--- config.mk ---
export PLATFORM = sky130hd
export DESIGN_NAME = aar_top
export DESIGN_NICKNAME = d
export VERILOG_FILES = /design/src/shared/aar_pkg.sv /design/src/aar_top.sv
export VERILOG_INCLUDE_DIRS = /design/src /design/src/shared
export SDC_FILE = /design/constraint.sdc
export NUM_CORES = 1
export LEC_CHECK = 0
export BUFFER_PORTS_ARGS = -buffer_cell sky130_fd_sc_hd__buf_2
export CELL_PAD_IN_SITES_DETAIL_PLACEMENT = 2
export CELL_PAD_IN_SITES_GLOBAL_PLACEMENT = 2
export CORE_ASPECT_RATIO = 0.8
export CORE_MARGIN = 2
export CORE_UTILIZATION = 41
export DETAILED_ROUTE_END_ITERATION = 10
export PLACE_DENSITY_LB_ADDON = 0.1
export SYNTH_ARGS = -nofsm -noshare
export SYNTH_HDL_FRONTEND = slang
export SYNTH_SLANG_ARGS = --single-unit
--- constraint.sdc ---
create_clock -name ref_clk -period 4.3 [get_ports ref_clk]
set_input_delay 0.43 -clock ref_clk [delete_from_list [all_inputs] [get_ports ref_clk]]
set_output_delay 0.43 -clock ref_clk [all_outputs]
set_load 0.05 [all_outputs]
--- src/shared/aar_cfg.svh ---
`ifndef AAR_CFG_SVH
`define AAR_CFG_SVH
// Register offsets
`define AAR_REG_ALARM    8'h00
`define AAR_REG_IRQ_STAT 8'h04
`define AAR_REG_IRQ_MASK 8'h08
`define AAR_REG_SYNC_LIM 8'h0C
`define AAR_REG_LOCK_LIM 8'h10
`define AAR_REG_CTRL     8'h14
`define AAR_REG_LOG_PTR  8'h18
`define AAR_REG_LOG_IDX  8'h1C
`define AAR_REG_LOG_DATA 8'h20
`define AAR_REG_HOLD_SEC 8'h24
// Field positions
`define AAR_CTRL_TEST    0
`define AAR_IRQ_MAJ_SET  0
`define AAR_IRQ_MIN_SET  1
`define AAR_IRQ_MAJ_CLR  2
`define AAR_IRQ_MIN_CLR  3
// Reset values and limits, in seconds
`define AAR_SYNC_DEF     17'h01C20
`define AAR_LOCK_DEF     17'h00384
`define AAR_LIM_MIN      17'h0003C
`define AAR_LIM_MAX      17'h1517F
// Frequency error limit in parts per 10^9, oscillator margin in percent
`define AAR_FERR_LIM     16'h0064
`define AAR_OSC_PCT      10
// Timing
`define AAR_CLK_HZ       50000000
`define AAR_BAUD         9600
// Setup port command bytes and the answer to an unknown command
`define AAR_CMD_STAT     8'h53
`define AAR_CMD_DUMP     8'h44
`define AAR_ANS_BAD      8'h2A
`endif

--- src/shared/aar_pkg.sv ---
package aar_pkg;
  typedef struct packed {
    logic nv;
    logic ant;
    logic lock;
    logic osc;
    logic test;
    logic cpu;
    logic sync;
    logic freq;
  } aar_cause_t;
  typedef struct packed {
    logic [23:0] stamp;
    aar_cause_t  cause;
  } aar_log_t;
  typedef enum logic [1:0] {RX_IDLE, RX_START, RX_DATA, RX_STOP} aar_rx_st_t;
  typedef enum logic [1:0] {TX_IDLE, TX_START, TX_DATA, TX_STOP} aar_tx_st_t;
endpackage

--- src/aar_top.sv ---
// The placing of the registers and strobed register access are this design's own decisions.
`include "aar_cfg.svh"
module aar_top
  import aar_pkg::*;
#(
  parameter int TICK_CYCLES = `AAR_CLK_HZ,
  parameter int BAUD_CYCLES = `AAR_CLK_HZ / `AAR_BAUD,
  parameter int CTL_W       = 16,
  parameter int LOG_DEPTH   = 16
) (
  input  wire logic              ref_clk,         // 50 MHz clock
  input  wire logic              srst,            // Sync reset, high
  input  wire logic [7:0]        addr,            // Register byte address
  input  wire logic [31:0]       wdata,           // Write data
  input  wire logic              wr_stb,          // Write strobe
  input  wire logic              rd_stb,          // Read strobe
  output logic      [31:0]       rdata,           // Read data, next cycle
  input  wire logic [15:0]       freq_err_ppb,    // Freq error magnitude
  input  wire logic [CTL_W-1:0]  osc_ctl,         // Oscillator control value
  input  wire logic              sat_tracked,     // At least one satellite
  input  wire logic              rcvr_link_ok,    // Receiver messages flow
  input  wire logic [2:0]        ant_fault,       // Pins: open, short, absent
  input  wire logic              nv_fail,         // Pin: NV clock failed
  input  wire logic              setup_rxd,       // Pin: setup port in
  output logic                   setup_txd,       // Setup port out
  output logic                   major_relay_drv, // High energizes relay
  output logic                   minor_relay_drv, // High energizes relay
  output logic                   irq              // Level interrupt
);
  localparam int TW = $clog2(TICK_CYCLES);
  localparam int BW = $clog2(BAUD_CYCLES);
  localparam int LW = $clog2(LOG_DEPTH);
  localparam logic [CTL_W-1:0] CTL_MAX = '1;
  localparam logic [CTL_W-1:0] CTL_LO = CTL_W'((2**CTL_W - 1) * `AAR_OSC_PCT / 100);
  localparam logic [CTL_W-1:0] CTL_HI = CTL_MAX - CTL_LO;

  // Pin synchronisers; a level counts once stages two and three agree
  logic [4:0] s1_r, s2_r, s3_r, pin_r, pin_nxt;
  always_comb begin
    pin_nxt = (s2_r == s3_r) ? s3_r : pin_r;
  end
  always_ff @(posedge ref_clk) begin
    if (srst) begin
      s1_r  <= 5'h01;
      s2_r  <= 5'h01;
      s3_r  <= 5'h01;
      pin_r <= 5'h01;
    end else begin
      s1_r  <= {ant_fault, nv_fail, setup_rxd};
      s2_r  <= s1_r;
      s3_r  <= s2_r;
      pin_r <= pin_nxt;
    end
  end
  logic rxd;
  assign rxd = pin_r[0];

  // Second tick, holdover timers, alarm evaluation, registers
  logic [TW-1:0] tick_r, tick_nxt;
  logic [16:0]   hold_r, hold_nxt, sync_lim_r, sync_lim_nxt, lock_lim_r, lock_lim_nxt;
  logic [23:0]   up_r, up_nxt;
  logic [3:0]    ist_r, ist_nxt, imask_r, imask_nxt;
  logic          test_r, test_nxt, maj_r, maj_nxt, min_r, min_nxt;
  logic [LW-1:0] log_idx_r, log_idx_nxt;
  logic [31:0]   rdata_r, rdata_nxt;
  logic          sec;
  logic [16:0]   lim_w;
  logic [3:0]    ev;
  aar_cause_t    cause_r, cause_nxt;
  logic [LW-1:0] wptr_r, wptr_nxt;
  logic [LW:0]   cnt_r, cnt_nxt;
  aar_log_t      log_mem [LOG_DEPTH];

  always_comb begin
    sec      = (tick_r == TW'(TICK_CYCLES - 1));
    tick_nxt = sec ? '0 : tick_r + 1'b1;
    up_nxt   = sec ? up_r + 24'h1 : up_r;
    if (sat_tracked) begin
      hold_nxt = '0;
    end else if (sec && hold_r != '1) begin
      hold_nxt = hold_r + 17'h1;
    end else begin
      hold_nxt = hold_r;
    end
    cause_nxt.freq = freq_err_ppb > `AAR_FERR_LIM;
    cause_nxt.sync = !sat_tracked && hold_r >= sync_lim_r;
    cause_nxt.cpu  = !rcvr_link_ok;
    cause_nxt.test = test_r;
    cause_nxt.osc  = osc_ctl <= CTL_LO || osc_ctl >= CTL_HI;
    cause_nxt.lock = !sat_tracked && hold_r >= lock_lim_r;
    cause_nxt.ant  = |pin_r[4:2];
    cause_nxt.nv   = pin_r[1];
    // Live combination, so a cleared cause drops the alarm next cycle
    maj_nxt = cause_r.freq | cause_r.sync | cause_r.cpu | cause_r.test;
    min_nxt = cause_r.osc | cause_r.lock | cause_r.ant | cause_r.nv | cause_r.test;
    ev = {min_r & ~min_nxt, maj_r & ~maj_nxt, ~min_r & min_nxt, ~maj_r & maj_nxt};
    // Out-of-range limits are clamped so a timer can never sit disabled
    lim_w = (wdata[16:0] < `AAR_LIM_MIN) ? `AAR_LIM_MIN :
            (wdata[16:0] > `AAR_LIM_MAX) ? `AAR_LIM_MAX : wdata[16:0];
    sync_lim_nxt = sync_lim_r;
    lock_lim_nxt = lock_lim_r;
    imask_nxt    = imask_r;
    test_nxt     = test_r;
    log_idx_nxt  = log_idx_r;
    ist_nxt      = ist_r;
    if (wr_stb) begin
      unique case (addr)
        `AAR_REG_IRQ_STAT: ist_nxt = ist_r & ~wdata[3:0];
        `AAR_REG_IRQ_MASK: imask_nxt = wdata[3:0];
        `AAR_REG_SYNC_LIM: sync_lim_nxt = lim_w;
        `AAR_REG_LOCK_LIM: lock_lim_nxt = lim_w;
        `AAR_REG_CTRL:     test_nxt = wdata[`AAR_CTRL_TEST];
        `AAR_REG_LOG_IDX:  log_idx_nxt = wdata[LW-1:0];
        default:           ;
      endcase
    end
    ist_nxt = ist_nxt | ev; // Set wins over a same-cycle clear
    rdata_nxt = 32'h0;
    if (rd_stb) begin
      unique case (addr)
        `AAR_REG_ALARM:    rdata_nxt = {22'h0, cause_r, min_r, maj_r};
        `AAR_REG_IRQ_STAT: rdata_nxt = {28'h0, ist_r};
        `AAR_REG_IRQ_MASK: rdata_nxt = {28'h0, imask_r};
        `AAR_REG_SYNC_LIM: rdata_nxt = {15'h0, sync_lim_r};
        `AAR_REG_LOCK_LIM: rdata_nxt = {15'h0, lock_lim_r};
        `AAR_REG_CTRL:     rdata_nxt = {31'h0, test_r};
        `AAR_REG_LOG_PTR:  rdata_nxt = {16'h0, 8'(wptr_r), 8'(cnt_r)};
        `AAR_REG_LOG_IDX:  rdata_nxt = 32'(log_idx_r);
        `AAR_REG_LOG_DATA: rdata_nxt = log_mem[log_idx_r];
        `AAR_REG_HOLD_SEC: rdata_nxt = {15'h0, hold_r};
        default:           rdata_nxt = 32'h0;
      endcase
    end
    // Log every change of the cause set, oldest entry overwritten
    wptr_nxt = wptr_r;
    cnt_nxt  = cnt_r;
    if (cause_nxt != cause_r) begin
      wptr_nxt = wptr_r + 1'b1;
      cnt_nxt  = (cnt_r == (LW+1)'(LOG_DEPTH)) ? cnt_r : cnt_r + 1'b1;
    end
  end
  always_ff @(posedge ref_clk) begin
    if (srst) begin
      tick_r     <= '0;
      up_r       <= '0;
      hold_r     <= '0;
      cause_r    <= '0;
      maj_r      <= 1'b0;
      min_r      <= 1'b0;
      sync_lim_r <= `AAR_SYNC_DEF;
      lock_lim_r <= `AAR_LOCK_DEF;
      ist_r      <= '0;
      imask_r    <= '0;
      test_r     <= 1'b0;
      log_idx_r  <= '0;
      rdata_r    <= '0;
      wptr_r     <= '0;
      cnt_r      <= '0;
    end else begin
      tick_r     <= tick_nxt;
      up_r       <= up_nxt;
      hold_r     <= hold_nxt;
      cause_r    <= cause_nxt;
      maj_r      <= maj_nxt;
      min_r      <= min_nxt;
      sync_lim_r <= sync_lim_nxt;
      lock_lim_r <= lock_lim_nxt;
      ist_r      <= ist_nxt;
      imask_r    <= imask_nxt;
      test_r     <= test_nxt;
      log_idx_r  <= log_idx_nxt;
      rdata_r    <= rdata_nxt;
      wptr_r     <= wptr_nxt;
      cnt_r      <= cnt_nxt;
    end
  end
  // Log array has no reset; the entry count says what is valid
  always_ff @(posedge ref_clk) begin
    if (!srst && cause_nxt != cause_r) begin
      log_mem[wptr_r] <= '{stamp: up_r, cause: cause_nxt};
    end
  end

  // Relays: major is fail-safe, so losing drive reads as a fault
  logic maj_drv_r, min_drv_r;
  always_ff @(posedge ref_clk) begin
    if (srst) begin
      maj_drv_r <= 1'b0;
      min_drv_r <= 1'b0;
    end else begin
      maj_drv_r <= !maj_r;
      min_drv_r <= min_r;
    end
  end
  assign major_relay_drv = maj_drv_r;
  assign minor_relay_drv = min_drv_r;
  assign irq             = |(ist_r & imask_r);
  assign rdata           = rdata_r;

  // Setup port receiver, 8N1, samples mid-bit
  aar_rx_st_t rx_st_r, rx_st_nxt;
  logic [BW-1:0] rx_cnt_r, rx_cnt_nxt;
  logic [2:0]    rx_bit_r, rx_bit_nxt;
  logic [7:0]    rx_sh_r, rx_sh_nxt;
  logic          rx_vld;
  always_comb begin
    rx_st_nxt  = rx_st_r;
    rx_cnt_nxt = (rx_cnt_r != '0) ? rx_cnt_r - 1'b1 : rx_cnt_r;
    rx_bit_nxt = rx_bit_r;
    rx_sh_nxt  = rx_sh_r;
    rx_vld     = 1'b0;
    unique case (rx_st_r)
      RX_IDLE: if (!rxd) begin
        rx_st_nxt  = RX_START;
        rx_cnt_nxt = BW'(BAUD_CYCLES / 2);
      end
      RX_START: if (rx_cnt_r == '0) begin
        rx_st_nxt  = rxd ? RX_IDLE : RX_DATA; // Glitch is not a start
        rx_cnt_nxt = BW'(BAUD_CYCLES - 1);
        rx_bit_nxt = '0;
      end
      RX_DATA: if (rx_cnt_r == '0) begin
        rx_sh_nxt  = {rxd, rx_sh_r[7:1]};
        rx_cnt_nxt = BW'(BAUD_CYCLES - 1);
        rx_bit_nxt = rx_bit_r + 1'b1;
        if (rx_bit_r == 3'h7) rx_st_nxt = RX_STOP;
      end
      RX_STOP: if (rx_cnt_r == '0) begin
        rx_vld    = rxd;
        rx_st_nxt = RX_IDLE;
      end
    endcase
  end
  always_ff @(posedge ref_clk) begin
    if (srst) begin
      rx_st_r  <= RX_IDLE;
      rx_cnt_r <= '0;
      rx_bit_r <= '0;
      rx_sh_r  <= '0;
    end else begin
      rx_st_r  <= rx_st_nxt;
      rx_cnt_r <= rx_cnt_nxt;
      rx_bit_r <= rx_bit_nxt;
      rx_sh_r  <= rx_sh_nxt;
    end
  end

  // Setup port answers; commands arriving mid-answer are dropped
  aar_tx_st_t tx_st_r, tx_st_nxt;
  logic [BW-1:0] tx_cnt_r, tx_cnt_nxt;
  logic [2:0]    tx_bit_r, tx_bit_nxt;
  logic [7:0]    tx_sh_r, tx_sh_nxt;
  logic          txd_r, txd_nxt;
  logic [LW:0]   dump_rem_r, dump_rem_nxt;
  logic [LW-1:0] dump_idx_r, dump_idx_nxt;
  always_comb begin
    tx_st_nxt    = tx_st_r;
    tx_cnt_nxt   = (tx_cnt_r != '0) ? tx_cnt_r - 1'b1 : tx_cnt_r;
    tx_bit_nxt   = tx_bit_r;
    tx_sh_nxt    = tx_sh_r;
    txd_nxt      = txd_r;
    dump_rem_nxt = dump_rem_r;
    dump_idx_nxt = dump_idx_r;
    unique case (tx_st_r)
      TX_IDLE: if (rx_vld) begin
        tx_st_nxt  = TX_START;
        tx_cnt_nxt = BW'(BAUD_CYCLES - 1);
        txd_nxt    = 1'b0;
        if (rx_sh_r == `AAR_CMD_STAT) begin
          tx_sh_nxt = cause_r;
        end else if (rx_sh_r == `AAR_CMD_DUMP) begin
          tx_sh_nxt    = 8'(cnt_r);
          dump_rem_nxt = cnt_r;
          dump_idx_nxt = (cnt_r == (LW+1)'(LOG_DEPTH)) ? wptr_r : '0;
        end else begin
          tx_sh_nxt = `AAR_ANS_BAD;
        end
      end
      TX_START: if (tx_cnt_r == '0) begin
        tx_st_nxt  = TX_DATA;
        tx_cnt_nxt = BW'(BAUD_CYCLES - 1);
        tx_bit_nxt = '0;
        txd_nxt    = tx_sh_r[0];
      end
      TX_DATA: if (tx_cnt_r == '0) begin
        tx_cnt_nxt = BW'(BAUD_CYCLES - 1);
        tx_bit_nxt = tx_bit_r + 1'b1;
        tx_sh_nxt  = {1'b0, tx_sh_r[7:1]};
        txd_nxt    = (tx_bit_r == 3'h7) ? 1'b1 : tx_sh_r[1];
        if (tx_bit_r == 3'h7) tx_st_nxt = TX_STOP;
      end
      TX_STOP: if (tx_cnt_r == '0) begin
        if (dump_rem_r != '0) begin
          tx_st_nxt    = TX_START; // Next log entry, oldest first
          tx_cnt_nxt   = BW'(BAUD_CYCLES - 1);
          txd_nxt      = 1'b0;
          tx_sh_nxt    = log_mem[dump_idx_r].cause;
          dump_idx_nxt = dump_idx_r + 1'b1;
          dump_rem_nxt = dump_rem_r - 1'b1;
        end else begin
          tx_st_nxt = TX_IDLE;
        end
      end
    endcase
  end
  always_ff @(posedge ref_clk) begin
    if (srst) begin
      tx_st_r    <= TX_IDLE;
      tx_cnt_r   <= '0;
      tx_bit_r   <= '0;
      tx_sh_r    <= '0;
      txd_r      <= 1'b1;
      dump_rem_r <= '0;
      dump_idx_r <= '0;
    end else begin
      tx_st_r    <= tx_st_nxt;
      tx_cnt_r   <= tx_cnt_nxt;
      tx_bit_r   <= tx_bit_nxt;
      tx_sh_r    <= tx_sh_nxt;
      txd_r      <= txd_nxt;
      dump_rem_r <= dump_rem_nxt;
      dump_idx_r <= dump_idx_nxt;
    end
  end
  assign setup_txd = txd_r;
endmodule

# --- Word-level counts from Yosys, hierarchy flattened ---
# Memory sizes are Yosys's and may differ from the RTL's. A register that Yosys moved wholly into a read port is not among the register bits.
# Cells that the tools add are included.
# Widths: inputs -> output; s select.
classes:
  n_addsub: 11
  order_cmp: 7
  eq_ne: 37
  mux: 70
  bitwise: 21
  n_reduce_logical: 42
op_table:
  columns: ["operator", "n"]
  rows:
  - ["$pmux 32 s10", 1]
  - ["$mux 13", 8]
  - ["$mux 4", 12]
  - ["$mux 8", 5]
  - ["$pmux 13 s3", 1]
  - ["$ge 17x17->1", 2]
  - ["$mux 17", 2]
  - ["$eq 8x5->1 const B", 4]
  - ["$add 26x1->26 const B", 1]
  - ["$eq 26x26->1 const B", 1]
  - ["$logic_not 13->1", 2]
  - ["$ne 2x2->1 const B", 13]
  - ["$pmux 13 s2", 1]
  - ["$reduce_bool 13->1", 2]
  - ["$sub 13x1->13 const B", 2]
  - ["$mux 5", 5]
  - ["$add 24x1->24 const B", 1]
  - ["$pmux 8 s3", 1]
  - ["$mux 2", 11]
  - ["$reduce_and 5->1", 4]
  - ["$add 17x1->17 const B", 1]
  - ["$gt 17x17->1 const B", 1]
  - ["$lt 17x6->1 const B", 1]
  - ["$ne 17x17->1 const B", 1]
  - ["other kinds (45)", 105]
totals:
  register_bits: 249
  mem_bits_rw: 512
  in_bits: 83
  out_inout_bits: 36
  word_cells: 228
  n_memories: 1
mem_list:
  columns: ["memory", "words", "word_bits", "read_ports", "rd_clocked_by_memory_dff", "write_ports", "line", "text"]
  rows:
  - ["log_mem", 16, 32, 2, 2, 1, "aar_top.sv:72", "aar_log_t log_mem [LOG_DEPTH];"]

# --- Logic depth before layout (Yosys ltp) ---
depth:
  word_depth: 8
  mapped_depth: 15
  mapped_depth_nobuf: 13

# --- Least setup slack after synthesis ---
# Ideal clock, no wire load.
synth_timing:
  path_kind: "register -> register"
  startpoint: "register lock_lim_r[10]"
  endpoint: "memory log_mem[0][0] (netlist bit), enable pin"
  setup_ps: 421
  arrival_ps: 3930
  path_slack_ps: -51
  stages_incl_launch_ff: 11
  n_path_buf: 0
  synth_period_minus_slack_ps: 4351
  path_cell_list: "dfxtp_1 -> inv_1 -> ha_1 -> nand4_1 -> nor4_1 -> o31ai_1 -> a31oi_1 -> xnor2_1 -> o2111ai_2 -> or3b_2 -> nor2_1"
synth_lines:
  columns: ["item", "line", "text"]
  rows:
  - ["start: declaration", "aar_top.sv:60", "logic [16:0] hold_r, hold_nxt, sync_lim_r, sync_lim_nxt, lock_lim_r, lock_lim_nxt;"]
  - ["start signal: assignment", "aar_top.sv:151", "lock_lim_r <= `AAR_LOCK_DEF;"]
  - ["start signal: assignment", "aar_top.sv:167", "lock_lim_r <= lock_lim_nxt;"]
  - ["end: declaration", "aar_top.sv:72", null]

# --- Final worst setup path ---
layout_timing:
  startpoint: "register hold_r[2]"
  endpoint: "memory log_mem[12][20] (netlist bit), enable pin"
layout_between:
  elab_chain_len: 6
layout_lines:
  columns: ["item", "line", "text"]
  rows:
  - ["start: declaration", "aar_top.sv:60", null]
  - ["start signal: assignment", "aar_top.sv:162", "hold_r <= hold_nxt;"]
  - ["$ge 17x17->1 (on tied branches)", "aar_top.sv:86, aar_top.sv:90", null]
  - ["$logic_and 1x1->1 (on tied branches)", "aar_top.sv:86, aar_top.sv:90", null]
  - ["$ne 8x8->1 *", "aar_top.sv:179", "if (!srst && cause_nxt != cause_r) begin"]
  - ["$logic_and 1x1->1 *", "aar_top.sv:179", null]
  - ["$mux 1 *", "aar_top.sv:179", null]
  - ["$mux 1 (not written as such) *", "aar_top.sv:180", "log_mem[wptr_r] <= '{stamp: up_r, cause: cause_nxt};"]
# Every way passes the cells marked *; elsewhere a longest branch is shown, timed or not.

==> run summary <==
outcome: finished, final reports clean
leakage: 0.0125 uW
floorplan row count: 92
Initial Util: 0.414
die area: 81600 sq um
dpl hpwl: 61400 um
CP endpoint kind: flop
FMAX: 255 MHz
PortBufs: 102
DR pass1 iterations: 5
I/O pin total: 119
leading cell type in the layout, fill and taps excluded: edfxtp_1
post-synthesis cell type count: 84
DRT antenna net count: 0
critical path class: reg2reg
Sequential Power Share: 0.475
via/cell ratio: 5.79
gpl congestion: 0.792
setup TNS: 0 ns
Synthesis Warnings: 0
layout cells sized above 1: 0.222
Pint: 13100 uW
GRT Total Usage: 0.239
max-slew violation count: 0
total number of vias: 20300
grt total ovfl: 0
fin crit share: 0.913
cts hold-fix bufs: 5
final setup fails: 0
post-synthesis sequential area ratio: 0.631
total power: 17600 uW
asr flop ratio synth: 0
Tmin final: 3.93 ns
register bit total from synthesis: 769
Area Growth Syn to Fin: 15.9%
Worst-Margin Slew: 1.09 ns
global-route wire length before repair: 146000 um
Worst Path Arrival: 4.23 ns
Worst slew margin: 0.272
ranking of synthesized cells by area: edfxtp_1, dfxtp_1, mux4_2
Post-synth EDFFs: 512
core area: 78600 sq um
H-tree levels: 3
Setup crit start kind: flop
commonest cells after routing, fill and taps aside: edfxtp_1, dfxtp_1, mux4_2
RSZ-0062 raised after global routing: false
Post-CTS Setup Bufs: 0
share of the synthesized area in the top cell type: 0.473
vias in the first global route: 22500
height of the die: 256 um
Max clock buf depth: 3
Worst-Skew Late Latency: 0.65 ns
post_cts resized: 0
dominant cell type by area after synthesis: edfxtp_1
DRT Wirelength: 96900 um
drt drc: 0
Syn Nets: 2408
Non-Filler Instances: 3513
Hold Violations, Final: 0
Combinational Power Share: 0.105
Syn Std Cell Area: 32500 sq um
Placed Cells incl. Taps: 3359
DR iter-0 viols: 1539
Peak VDD IR: 0.424 mV
HP Class: in2reg
Switching Fraction: 0.253
# nets final: 2561
detailed-route wire length per cell: 27.6 um
CTS Buf Count: 81
clock skew: 0.0251 ns
Syn Inst Count: 2260
Switching Power: 4450 uW
predominant post-synthesis flop cell: edfxtp_1
Max-Cap Viols: 0
post-synthesis area per instance: 14.4 sq um
initial antenna violation count: 0
Worst EP required: 4.61 ns
CTS tree: yes
clk sinks: 769
Pwr Density: 466 nW/um^2
# diodes: 0
largest net degree at the start of global routing: 132
clock power share: 0.420
Root Driver: clkbuf_16
Worst-path clk slew: 0.06 ns
Chip Width: 319 um
Critical Path Fanout Max: 16
[power by group through the flow]
stage	Combinational [uW]	Sequential [uW]	Clock, uW
after detailed placement	1850	8500	0
final	1850	8350	7390
after global routing	2060	8380	7810
after global placement	1760	8470	0
after floorplan	1330	8400	0
after CTS	1870	8350	7560
[final cells by class]
| type | count | area (sq um) |
|---|---|---|
| Clock inverter | 42 | 484 |
| Fill cell | 7358 | 40900 |
| Tap cell | 1034 | 1290 |
| Inverter | 71 | 267 |
| Multi-Input combinational cell | 1306 | 11400 |
| Clock buffer | 107 | 2300 |
| Timing Repair Buffer | 184 | 1430 |
| Sequential cell | 769 | 20500 |
[worst max-delay path: stages (launching register included)]
cell and delay (ns):
dfxtp_1 0.51, ha_1 0.31, a21oi_1 0.16, o21ai_0 0.13, a2111oi_0 0.47, buf_4 0.20, or4_1 0.14, a21oi_1 0.08
o2111ai_2 0.47, nand3_1 0.47, nor2_4 0.27, buf_4 0.37
[flip-flops by register name, indices dropped and copies added, names as in the netlist, 5 cells and up, named ones only]
name / flops
pin_r: 5
s1_r: 5
hold_r: 17
rx_cnt_r: 13
cnt_r: 5
tx_sh_r: 8
tx_cnt_r: 13
rdata: 32
up_r: 24
dump_rem_r: 5
lock_lim_r: 17
rx_sh_r: 8
tick_r: 26
log_mem: 512
sync_lim_r: 17
s2_r: 5
cause_r: 8
s3_r: 5
[cell families (layout without fill, tap and decap cells)]
logic type / count (synthesis) / after routing / synth area share
flip-flops: 769 / 769 / 0.631
AND/OR/NAND/NOR: 618 / 618 / 0.0932
AO/OA/AOI/OAI: 331 / 331 / 0.0700
multiplexers: 218 / 218 / 0.138
buffers and inverters: 185 / 404 / 0.0226
XOR/XNOR: 74 / 74 / 0.0199
adder cells (fa/ha/maj): 65 / 65 / 0.0250
[through the flow]
| stage | util | worst slack, ns | instance area, sq um | hold slack [ns] |
|---|---|---|---|---|
| after floorplan | - | -0.0506 | 32500 | 0.389 |
| after global placement | 0.444 | 0.510 | 34900 | 0.399 |
| after detailed placement | 0.444 | 0.426 | 34900 | 0.403 |
| after CTS | 0.480 | 0.384 | 37700 | 0.0288 |
| after global routing | 0.480 | 0.0483 | 37700 | 0.0552 |
| final | 0.480 | 0.374 | 37700 | 0.0648 |
[per-layer routing]
metal | GRT usage | part of all wire | wire length [um] | vias up
met5 | 0 | 0 | 0 | -
met4 | 0.0649 | 0.026 | 2510 | 0
met3 | 0.0426 | 0.044 | 4230 | 145
met2 | 0.397 | 0.49 | 47000 | 407
met1 | 0.325 | 0.45 | 43100 | 10800
li1 | - | - | - | 9013
[final timing paths]
| kind | from | end | slack [ns] | cells after the start |
|---|---|---|---|---|
| hold / removal | rcvr_link_ok | cause_r[2]$_SDFF_PP0_ | 0.06 | 2 |
| hold reg to reg | s1_r[0]$_SDFF_PP1_ | s2_r[0]$_SDFF_PP1_ | 0.42 | 1 |
| setup reg to reg | hold_r[2]$_SDFFE_PP0P_ | log_mem[12][20]$_DFFE_PP_ | 0.37 | 11 |
| setup / recovery | hold_r[2]$_SDFFE_PP0P_ | log_mem[12][20]$_DFFE_PP_ | 0.37 | 11 |
[synth_stat cells (35+ instances only)]
cell / n
a211oi_1: 54
a21oi_1: 102
clkbuf_1: 82
dfxtp_1: 257
edfxtp_1: 512
ha_1: 65
inv_1: 70
mux4_2: 185
nand2_1: 139
nand3_1: 52
nor2_1: 200
nor2b_1: 42
nor3_1: 35
o21ai_0: 42
xor2_1: 42
Power figures use the tool's default switching activity.
